--- src/rtl/nfs_pkg.sv ---
// Shared constants and types for the node frame sync port.
// Assumes a single 200 MHz clock domain.
package nfs_pkg;
    // Clock rate
    localparam int CLK_MHZ = 200;
    // Times as printed
    localparam int FRAME_MS = 10;
    localparam int PULSE_MIN_US = 5;
    localparam int PULSE_MAX_US = 1000;
    localparam int REGEN_MAX_NS = 500;
    // Cycle counts derived from the clock rate
    localparam int FRAME_CYC = FRAME_MS * 1000 * CLK_MHZ;
    localparam int PULSE_MIN_CYC = (PULSE_MIN_US * CLK_MHZ + 0) / 1;
    localparam int PULSE_MAX_CYC = (PULSE_MAX_US * CLK_MHZ) / 1;
    localparam int REGEN_MAX_CYC = (REGEN_MAX_NS * CLK_MHZ) / 1000;
    // Period tolerance for a valid reference pulse train
    localparam int PERIOD_TOL_CYC = FRAME_CYC / 100;
    // Pin-to-alignment pipeline latency, preloaded into the tick counter
    localparam int PORT_LAT_CYC = 6;
    // Widths
    localparam int TICK_W = 21;
    localparam int WID_W = 18;
    localparam int STAMP_W = 12;
    // Reset values
    localparam logic [STAMP_W-1:0] FRAME_RST = 12'h000;
    localparam logic [TICK_W-1:0] TICK_RST = 21'h00_0000;

    typedef enum logic [1:0] {
        SRC_FREE = 2'b00,
        SRC_PORT = 2'b01,
        SRC_AIR = 2'b10
    } nfs_src_t;

    typedef struct packed {
        logic valid;
        logic [STAMP_W-1:0] probe_send_stamp;
    } nfs_probe_t;

    typedef struct packed {
        logic valid;
        logic [STAMP_W-1:0] probe_send_stamp;
        logic [STAMP_W-1:0] probe_receive_stamp;
        logic [STAMP_W-1:0] reply_send_stamp;
    } nfs_reply_t;
endpackage : nfs_pkg

--- src/rtl/nfs_pulse_check.sv ---
// Reference pulse qualifier: checks high width and fall-to-fall period.
// Assumes level and edge inputs already synchronised to clk_i.
`timescale 1ns/1ps
module nfs_pulse_check
    import nfs_pkg::*;
#(
    parameter int FRAME_CYC_P = FRAME_CYC,
    parameter int PULSE_MAX_P = PULSE_MAX_CYC,
    parameter int TOL_P = PERIOD_TOL_CYC
) (
    input wire logic clk_i,
    input wire logic rst_b_i,
    input wire logic level_i,
    input wire logic rise_i,
    input wire logic fall_i,
    output logic valid_o,
    output logic mark_o
);
    logic [WID_W-1:0] high_reg;
    logic [TICK_W-1:0] per_reg;
    logic seen_reg;
    logic width_ok;
    logic per_ok;
    logic too_long;

    assign width_ok = (32'(high_reg) + 1 >= PULSE_MIN_CYC) &&
                      (32'(high_reg) + 1 <= PULSE_MAX_P);
    assign per_ok = (32'(per_reg) + 1 >= FRAME_CYC_P - TOL_P) &&
                    (32'(per_reg) + 1 <= FRAME_CYC_P + TOL_P);
    assign too_long = (32'(per_reg) > FRAME_CYC_P + TOL_P) ||
                      (level_i && 32'(high_reg) > PULSE_MAX_P);

    // High width counter, saturating
    always_ff @(posedge clk_i or negedge rst_b_i) begin
        if (!rst_b_i) begin
            high_reg <= '0;
        end else if (rise_i) begin
            high_reg <= '0;
        end else if (level_i && high_reg != '1) begin
            high_reg <= high_reg + 1'b1;
        end
    end

    // Fall-to-fall period counter, saturating
    always_ff @(posedge clk_i or negedge rst_b_i) begin
        if (!rst_b_i) begin
            per_reg <= TICK_RST;
            seen_reg <= 1'b0;
        end else if (fall_i) begin
            per_reg <= TICK_RST;
            seen_reg <= width_ok;
        end else if (per_reg != '1) begin
            per_reg <= per_reg + 1'b1;
        end
    end

    // Out-of-range pulses invalidate
    always_ff @(posedge clk_i or negedge rst_b_i) begin
        if (!rst_b_i) begin
            valid_o <= 1'b0;
            mark_o <= 1'b0;
        end else begin
            mark_o <= 1'b0;
            if (fall_i) begin
                valid_o <= seen_reg && width_ok && per_ok;
                mark_o <= seen_reg && width_ok && per_ok;
            end else if (too_long) begin
                valid_o <= 1'b0;
            end
        end
    end
endmodule : nfs_pulse_check

--- src/rtl/nfs_frame_sync.sv ---
// Node frame sync top: reference port, frame counter, timing probe reply.
// Assumes one 200 MHz clock; probe and air-measurement inputs are
// synchronous, the reference pin is asynchronous.
`timescale 1ns/1ps

// Notes on behaviour
// Each received timing probe is answered with one timing reply frame.
// The reply returns the probe's controller send stamp unchanged.
// Controller stamps its probe at hand-off to transport.
// Receive stamp is station frame count when the probe arrives.
// Send stamp is station frame count when the reply is accepted.
// Input and output ports can each be disabled.
// Align to the port only while a valid pulse train is present.
// Regenerate the valid input pulse on the output port.
// Input-to-output regeneration delay stays within 500 ns.
// Source drives 100 Hz pulses, 5 us to 1 ms high.
// Successive reference pulses define a 10 ms frame period.
// Frame boundary taken from the falling edge.
// Satellite source aligns one frame in 100 to a whole second.
// Reference is more accurate than the local oscillator.
// Neighbouring inputs differ by at most 5 us.
// All cells share the one station frame timing.
// Without port reference, follow an active cell of a master.
// With no audible cell, use the port and act as reference.
// Over-air following corrects by measured propagation delay.
// With no reference at all, run free on the local clock.
// Pulses with bad width or period are invalid.
module nfs_frame_sync
    import nfs_pkg::*;
#(
    parameter int FRAME_CYC_P = FRAME_CYC,
    parameter int PULSE_MAX_P = PULSE_MAX_CYC,
    parameter int TOL_P = PERIOD_TOL_CYC
) (
    input wire logic mclk_i,
    input wire logic rst_b_i,
    input wire logic sync_in_i,
    input wire logic sync_in_en_i,
    input wire logic sync_out_en_i,
    input wire logic air_lock_i,
    input wire logic air_frame_i,
    input wire logic [TICK_W-1:0] air_delay_i,
    input wire nfs_probe_t probe_i,
    input wire logic reply_ready_i,
    output logic probe_ready_o,
    output nfs_reply_t reply_o,
    output logic sync_out_o,
    output logic port_valid_o,
    output nfs_src_t timing_src_o,
    output logic frame_start_o,
    output logic [STAMP_W-1:0] station_frame_counter_o
);
    localparam logic [TICK_W-1:0] TICK_LAST = TICK_W'(FRAME_CYC_P - 1);
    localparam logic [TICK_W-1:0] TICK_HALF = TICK_W'(FRAME_CYC_P / 2);
    localparam logic [TICK_W-1:0] TICK_PORT = TICK_W'(PORT_LAT_CYC);

    logic rst_s1_reg;
    logic rst_b;
    logic [2:0] pin_reg;
    logic lvl_reg;
    logic rise_reg;
    logic fall_reg;
    logic chk_valid;
    logic chk_mark;
    logic [TICK_W-1:0] tick_reg;
    logic [TICK_W-1:0] tick_next;
    logic [STAMP_W-1:0] frame_next;
    logic start_next;
    logic align;
    logic [TICK_W-1:0] align_tick;
    nfs_src_t src_next;
    logic pending_reg;

    // Reset release through two flops
    always_ff @(posedge mclk_i or negedge rst_b_i) begin
        if (!rst_b_i) begin
            rst_s1_reg <= 1'b0;
            rst_b <= 1'b0;
        end else begin
            rst_s1_reg <= 1'b1;
            rst_b <= rst_s1_reg;
        end
    end

    // Pin synchroniser; level changes when stages two and three agree
    always_ff @(posedge mclk_i or negedge rst_b) begin
        if (!rst_b) begin
            pin_reg <= 3'b000;
            lvl_reg <= 1'b0;
            rise_reg <= 1'b0;
            fall_reg <= 1'b0;
        end else begin
            pin_reg <= {pin_reg[1:0], sync_in_i};
            rise_reg <= 1'b0;
            fall_reg <= 1'b0;
            // Disabled input reads as idle
            if (!sync_in_en_i) begin
                lvl_reg <= 1'b0;
                fall_reg <= lvl_reg;
            end else if (pin_reg[1] == pin_reg[2] && pin_reg[2] != lvl_reg) begin
                lvl_reg <= pin_reg[2];
                rise_reg <= pin_reg[2];
                // Falling edge marks the frame
                fall_reg <= !pin_reg[2];
            end
        end
    end

    nfs_pulse_check #(
        .FRAME_CYC_P(FRAME_CYC_P),
        .PULSE_MAX_P(PULSE_MAX_P),
        .TOL_P(TOL_P)
    ) u_check (
        .clk_i(mclk_i),
        .rst_b_i(rst_b),
        .level_i(lvl_reg),
        .rise_i(rise_reg),
        .fall_i(fall_reg),
        .valid_o(chk_valid),
        .mark_o(chk_mark)
    );

    // Regenerate the qualified pulse; few cycles of delay
    always_ff @(posedge mclk_i or negedge rst_b) begin
        if (!rst_b) begin
            sync_out_o <= 1'b0;
            port_valid_o <= 1'b0;
        end else begin
            sync_out_o <= sync_out_en_i && chk_valid && lvl_reg;
            port_valid_o <= chk_valid;
        end
    end

    // Source choice: port, then air master, then free running
    always_comb begin
        src_next = SRC_FREE;
        align = 1'b0;
        align_tick = TICK_PORT;
        if (chk_valid) begin
            // Valid port pulse makes this a reference
            src_next = SRC_PORT;
            align = chk_mark;
        end else if (air_lock_i) begin
            // Follow the master cell over the air
            src_next = SRC_AIR;
            align = air_frame_i;
            // Preload by propagation delay
            align_tick = air_delay_i;
        end
        // Otherwise no alignment: free running
    end

    // Frame tick and counter
    always_comb begin
        tick_next = tick_reg + 1'b1;
        frame_next = station_frame_counter_o;
        start_next = 1'b0;
        if (align) begin
            tick_next = align_tick;
            if (tick_reg >= TICK_HALF) begin
                frame_next = station_frame_counter_o + 1'b1;
                start_next = 1'b1;
            end
        end else if (tick_reg >= TICK_LAST) begin
            tick_next = TICK_RST;
            frame_next = station_frame_counter_o + 1'b1;
            start_next = 1'b1;
        end
    end

    // One frame timing for every cell
    always_ff @(posedge mclk_i or negedge rst_b) begin
        if (!rst_b) begin
            tick_reg <= TICK_RST;
            station_frame_counter_o <= FRAME_RST;
            frame_start_o <= 1'b0;
            timing_src_o <= SRC_FREE;
        end else begin
            tick_reg <= tick_next;
            station_frame_counter_o <= frame_next;
            frame_start_o <= start_next;
            timing_src_o <= src_next;
        end
    end

    // Timing probe reply, one outstanding
    always_ff @(posedge mclk_i or negedge rst_b) begin
        if (!rst_b) begin
            pending_reg <= 1'b0;
            probe_ready_o <= 1'b0;
            reply_o <= '0;
        end else begin
            // Ready only when nothing will be pending after this edge
            probe_ready_o <= !((probe_i.valid && probe_ready_o) ||
                               (pending_reg && !reply_ready_i));
            if (pending_reg && reply_ready_i) begin
                pending_reg <= 1'b0;
                reply_o.valid <= 1'b0;
            end
            if (probe_i.valid && probe_ready_o) begin
                // Answer every accepted probe
                pending_reg <= 1'b1;
                reply_o.valid <= 1'b1;
                // Controller stamp echoed
                reply_o.probe_send_stamp <= probe_i.probe_send_stamp;
                // Stamp on arrival
                reply_o.probe_receive_stamp <= station_frame_counter_o;
            end
            // Send stamp tracks the counter until accepted
            if (!(pending_reg && reply_ready_i)) begin
                reply_o.reply_send_stamp <= frame_next;
            end
        end
    end
endmodule : nfs_frame_sync

--- config.mk ---
export PLATFORM = sky130hd
export DESIGN_NAME = nfs_frame_sync
export DESIGN_NICKNAME = d
export VERILOG_FILES = /design/src/rtl/nfs_pkg.sv /design/src/rtl/nfs_pulse_check.sv /design/src/rtl/nfs_frame_sync.sv
export SDC_FILE = /design/constraint.sdc
export NUM_CORES = 1
export LEC_CHECK = 0
export BUFFER_PORTS_ARGS = -buffer_cell sky130_fd_sc_hd__buf_4
export CAP_MARGIN = 20
export CORE_MARGIN = 5
export CORE_UTILIZATION = 30
export CTS_CLUSTER_DIAMETER = 120
export DETAILED_ROUTE_END_ITERATION = 8
export PLACE_DENSITY_LB_ADDON = 0.15
export SETUP_SLACK_MARGIN = 0.3
export SLEW_MARGIN = 20
export SYNTH_ARGS = -nofsm -noshare
export SYNTH_HDL_FRONTEND = slang
export SYNTH_HIERARCHICAL = 1
export SYNTH_SLANG_ARGS = --single-unit
--- constraint.sdc ---
create_clock -name mclk_i -period 6.3 [get_ports mclk_i]
set_input_delay 0.945 -clock mclk_i [delete_from_list [all_inputs] [get_ports mclk_i]]
set_output_delay 0.945 -clock mclk_i [all_outputs]
set_load 0.005 [all_outputs]
# After elaboration in Yosys (flattened, before gate mapping)
# Cells that the tools add are included.
# Widths: inputs -> output; s select.
[totals]
latch_bits = 0
output_inout_bits = 55
rom_bits = 0
register_bits = 127
word_cells = 93
ramBits = 0
memories = 0
[op_classes]
bitwise_logic = 0
shift = 0
n_mul = 0
div_mod_pow = 0
n_lt_le_gt_ge = 8
eq_ne = 5
muxes = 30
n_reduce_logical = 21
add_sub_neg = 6
[ops]
columns = ["operator", "n"]
rows = [
  ["$mux 21", 6],
  ["$add 21x1->21 const B", 2],
  ["$mux 12", 3],
  ["$mux 18", 2],
  ["$ge 32x21->1 const B", 1],
  ["$le 32x18->1 const B", 1],
  ["$le 32x21->1 const B", 1],
  ["$mux 25", 1],
  ["$add 21x1->22 const B", 1],
  ["$ge 21x20->1 const B", 1],
  ["$ge 21x21->1 const B", 1],
  ["$gt 21x21->1 const B", 1],
  ["$ne 21x21->1 const B", 1],
  ["$add 18x1->19 const B", 1],
  ["$ge 19x10->1 const B", 1],
  ["$add 18x1->18 const B", 1],
  ["$gt 18x18->1 const B", 1],
  ["$ne 18x18->1 const B", 1],
  ["$mux 1", 16],
  ["$add 12x1->12 const B", 1],
  ["$logic_and 1x1->1", 12],
  ["$reduce_bool 2->1", 4],
  ["$mux 2", 2],
  ["$logic_not 1->1", 3],
  ["4 further kinds", 5],
]

# Longest topological paths before layout
[logic_depth]
ltp_word = 6
depth_mapped = 11

# Cells and area by module
# Netlist, hierarchy kept.
[modules_own_cells]
columns = ["mod", "n_inst", "cells_each", "area_per_inst_um2", "seq_area_each_um2"]
rows = [
  ["nfs_frame_sync", 1, 325, 3570.9, 2077.0],
  ["nfs_pulse_check", 1, 400, 3226.8, 1051.0],
]

# Worst setup path after synthesis
# Ideal clock, no wire load.
[synth_timing]
kind = "input -> register"
startpoint = "input port air_frame_i"
endpoint = "register reply_o[1] (netlist name)"
slack_ns = 3.685
path_buffers = 0
t_arrival_ns = 2.491
required_ns = 6.175
cell_stages = 7
setup_time_ns = 0.125
cell_sequence = "and3b_1 -> a21oi_1 -> o21ai_0 -> o31ai_1 -> inv_1 -> mux2_1 -> mux2_2"
[synth_via]
elab_chain_cells = 3
[synth_lines]
columns = ["item", "line_no", "rtl"]
rows = [
  ["start, declared", "nfs_frame_sync.sv:41", "input wire logic air_frame_i,"],
  ["$mux 1", "nfs_frame_sync.sv:143", "end else if (air_lock_i) begin"],
  ["$mux 1", "nfs_frame_sync.sv:139", "if (chk_valid) begin"],
  ["$mux 12", "nfs_frame_sync.sv:158", "if (align) begin"],
  ["via frame_next[1]", "nfs_frame_sync.sv:67", "logic [STAMP_W-1:0] frame_next;"],
  ["end, declared", "nfs_frame_sync.sv:46", "output nfs_reply_t reply_o,"],
]
# The timed path passes the listed nets, and every way through them passes these cells.
# A chain may end at the register's enable or synchronous reset.

# Worst setup path in the final report
[layout_timing]
startpoint = "input port air_lock_i"
endpoint = "register reply_o[1] (netlist name)"
[layout_via]
elab_chain_cells = 3
[layout_lines]
columns = ["item", "line_no", "rtl"]
rows = [
  ["start, declared", "nfs_frame_sync.sv:40", "input wire logic air_lock_i,"],
  ["$mux 1", "nfs_frame_sync.sv:143", ""],
  ["$mux 1", "nfs_frame_sync.sv:139", ""],
  ["$mux 12", "nfs_frame_sync.sv:158", ""],
  ["via frame_next[1]", "nfs_frame_sync.sv:67", ""],
]
# The timed path passes the listed nets, and every way through them passes these cells.

==> key figures <==
Logic synthesis
  – Post-synth top flop: dfrtp_1
  – Syn Std Cell Area: slightly below 7000 um^2
  – Post-Syn Instances: 725
  – Distinct cell type count after synthesis: 73
  – Fraction of registers with async set/reset: 100%
  – Post-synth EDFFs: 0
  – Leading area contributor after synthesis: dfrtp_1
  – Synth top area share: a little under half
  – Post-synthesis sequential area ratio: 46.0%
  – Syn Area/Cell: 9.38 um^2
  – Yosys warnings: 6
  – Synth top area cells: dfrtp_1, mux2_2, nand2_1
  – Post-synthesis register bit count: around 130
  – Syn_nets: about 780

Cells and area
  – Fill count: 2316
  – Max reg flops: 37
  – Layout cells sized above 1: 21.9%
  – Final std cells w/o fill: 1095
  – # diodes: 0
  – # nets final: roughly 850
  – Layout area overhead: 21.8%

Worst setup path
  – Most common cell on crit path: buf_4
  – Critical Path RT: about 6.6 ns
  – Slowest CP cell: and3b_1
  – Startpoint type of the worst setup path: primary input
  – Crit-path max cell delay: between 0.6 and 0.7 ns
  – CP Max Fanout: 20
  – Critical Path End Type: register
  – Worst r2r src: u_check/valid_o
  – R2R setup slack: 3.31 ns
  – Data arrival time of the worst path: approximately 3.3 ns
  – Worst Setup SP: air_lock_i
  – Crit-path cells: buf_4 > and3b_1 > a21oi_1 > or3_1 > o31ai_2 > buf_4 > inv_1 > mux2_1 > mux2_2
  – Crit Path Class: primary input to register

Placed design
  – Placed Cells: between 1000 and 1500
  – I/O Buffers: between 90 and 100
  – DP Wirelength: 12100 um
  – Gpl congestion: 0.815

Pwr
  – Pwr Density: ~340 nW/um^2
  – Leakage power: 3.45 nW
  – Combinational Power Share: between 20% and 30%
  – Clock share of power: a little over a third
  – Int Pwr: roughly 0.0019 W
  – NetSw: between 0.0009 and 0.001 W
  – VDD IR max: about 0.00016 V
  – Seq pwr share: between 40% and 50%
  – Switching share of power: around a third

STA
  – Achievable frequency: roughly 330 MHz
  – Setup TNS Final: 0 ns
  – Max-slew violations: 0
  – Worst clock skew: roughly 0.012 ns
  – Worst slew margin: 37.1%
  – RSZ-0062 raised after global routing: false
  – Worst-margin pin slew: around 0.94 ns
  – Final Setup Violations: 0
  – Period utilization: between 40 and 50%
  – Fin. Hold Viols: 0
  – Final Critical Period: approximately 3.0 ns

Clock network
  – Clock Tree Buf Depth: 2
  – H-tree Lvls: 4
  – Postcts setup bufs: 0
  – Cts repair resizes: 0
  – TritonCTS clock tree: yes
  – Hold buffers post-CTS: 0
  – Clock-pin slew on the worst setup and hold paths: ~0.07 ns
  – Clock Sinks: about 130
  – TritonCTS Buffers: 17
  – Worst-Skew Late Latency: between 0.4 and 0.5 ns
  – Clock root cell: clkbuf_16

Detailed routing
  – Avg WL per Cell: 15.8 um
  – Post-route ant nets: 0
  – Detailed router's first-iteration violation count: between 200 and 300
  – First-pass detailed-route iteration total: 4
  – Remaining DRCs: 0
  – Via count: between 5000 and 6000
  – Final WL: around 17000 um
  – Vias/cell: between 5 and 6

Die
  – Core area: between 20000 and 25000 um^2
  – FP Rows: 55
  – DIE WIDTH: 161 um
  – Die area: ~26000 um^2
  – DIE HEIGHT: ~160 um
  – Initial Util: between 30% and 40%
  – I/O pins: 97

Global routing
  – First-pass GRT wire length: just under 30000 um
  – GRT overflow: 0
  – Vias in the first global route: 5382
  – Pin count of the biggest net entering global routing: between 70 and 80
  – Antenna violations before repair: 0
  – Total GRT Usage: between 10% and 20%

Hold path
  – HP Class: primary input to asynchronous set/reset pin

Job
  – Max cap viols: 0

Run status
  – Outcome: finished clean
## cell type report
cell class              count  area, um^2  share of cell area, %
flip-flops and latches    125        3130                   37.8
clock buffers              18         439                   5.30
clock inverters            14         149                   1.80
multi-input cells         535        3380                   40.9
inverters                  18        67.6                  0.816
repair buffers            100         751                   9.07
well taps                 285         357                   4.31
## metal layers
metal	GRT usage [%]	vias to the layer above	wire length [um]
met2	20.0	113	7570
li1	-	2756	-
met5	0	-	0
met3	3.44	12	742
met1	19.9	2605	8800
met4	3.48	0	170
## Yosys cell counts, types with 7 or more instances
library cell	instances
inv_1	18
and2_1	10
or3_1	12
o31ai_1	7
nand3_1	31
and3_1	14
a31oi_1	16
a21oi_1	32
nand4_1	25
nor2_1	57
buf_2	16
and4_1	7
mux2_2	27
nor3_1	18
clkbuf_1	25
dfrtp_1	125
xor2_1	32
o21ai_0	43
ha_1	8
xnor2_1	22
nand2_1	76
nor4_1	9
## logic make-up (layout without fill, tap and decap cells)
family | Yosys count | count (layout) | share of synthesized area [%]
buffers and inverters | 65 | 150 | 4.27
muxes | 29 | 29 | 4.79
AOI/OAI and AO/OA | 147 | 147 | 13.5
DFF | 125 | 125 | 46.0
other | 1 | 1 | 0.0552
and+or+nand+nor | 296 | 296 | 22.9
adders and majority gates | 8 | 8 | 1.47
xor gates and xnor gates | 54 | 54 | 6.96
## metrics by stage
| stage | worst slack [ns] | hold WS (ns) | total power (W) | instance area [um^2] | utilization, % |
|---|---|---|---|---|---|
| after CTS | 3.28 | 0.270 | 0.00287 | 8280 | 36.8 |
| after detailed placement | 2.84 | 0.336 | 0.00186 | 7690 | 34.2 |
| after floorplan | 2.56 | 0.331 | 0.00151 | 6800 | - |
| after global routing | 3.08 | 0.271 | 0.00301 | 8280 | 36.8 |
| final | 3.27 | 0.290 | 0.00283 | 8280 | 36.8 |
| after global placement | 2.90 | 0.332 | 0.00186 | 7690 | 34.2 |
## layout by cell type (no fill, tap or decap), types with 12 or more instances in the layout
| master | synthesis | routed |
|---|---|---|
| nor3_1 | 18 | 18 |
| a31oi_1 | 16 | 16 |
| clkbuf_16 | 0 | 17 |
| nand2_1 | 76 | 76 |
| and3_1 | 14 | 14 |
| xor2_1 | 32 | 32 |
| nand4_1 | 25 | 25 |
| a21oi_1 | 32 | 32 |
| nand3_1 | 31 | 31 |
| or3_1 | 12 | 12 |
| buf_4 | 3 | 100 |
| o21ai_0 | 43 | 43 |
| xnor2_1 | 22 | 22 |
| inv_1 | 18 | 18 |
| dfrtp_1 | 125 | 124 |
| mux2_2 | 27 | 27 |
| nor2_1 | 57 | 57 |
## worst max-delay path, delay by kind of cell
kind / cells / cell delay, ns
AND/OR/NAND/NOR: 2 / 1.04
multiplexers: 2 / 0.59
buffers and inverters: 3 / 0.46
AO/OA/AOI/OAI: 2 / 0.28
## path summary, 6_finish.rpt
| kind | endpoint | depth (start not counted) |
|---|---|---|
| max in group asynchronous | station_frame_counter_o[3] | 1 |
| setup / recovery | reply_o[1] | 9 |
| min in group mclk_i | pin_reg[1] | 0 |
| hold reg to reg | pin_reg[1] | 0 |
| hold / removal | rst_b | 1 |
| setup reg to reg | reply_o[1] | 8 |
## power groups by stage
stage | Clock [W] | Combinational [W] | Sequential [W]
floorplan | 0 | 0.000350 | 0.00116
global placement | 0 | 0.000638 | 0.00122
detailed placement | 0 | 0.000640 | 0.00122
CTS | 0.00102 | 0.000644 | 0.00121
global route | 0.00105 | 0.000712 | 0.00124
finish | 0.000990 | 0.000632 | 0.00121
No activity file was read; power rests on OpenSTA's default activity.
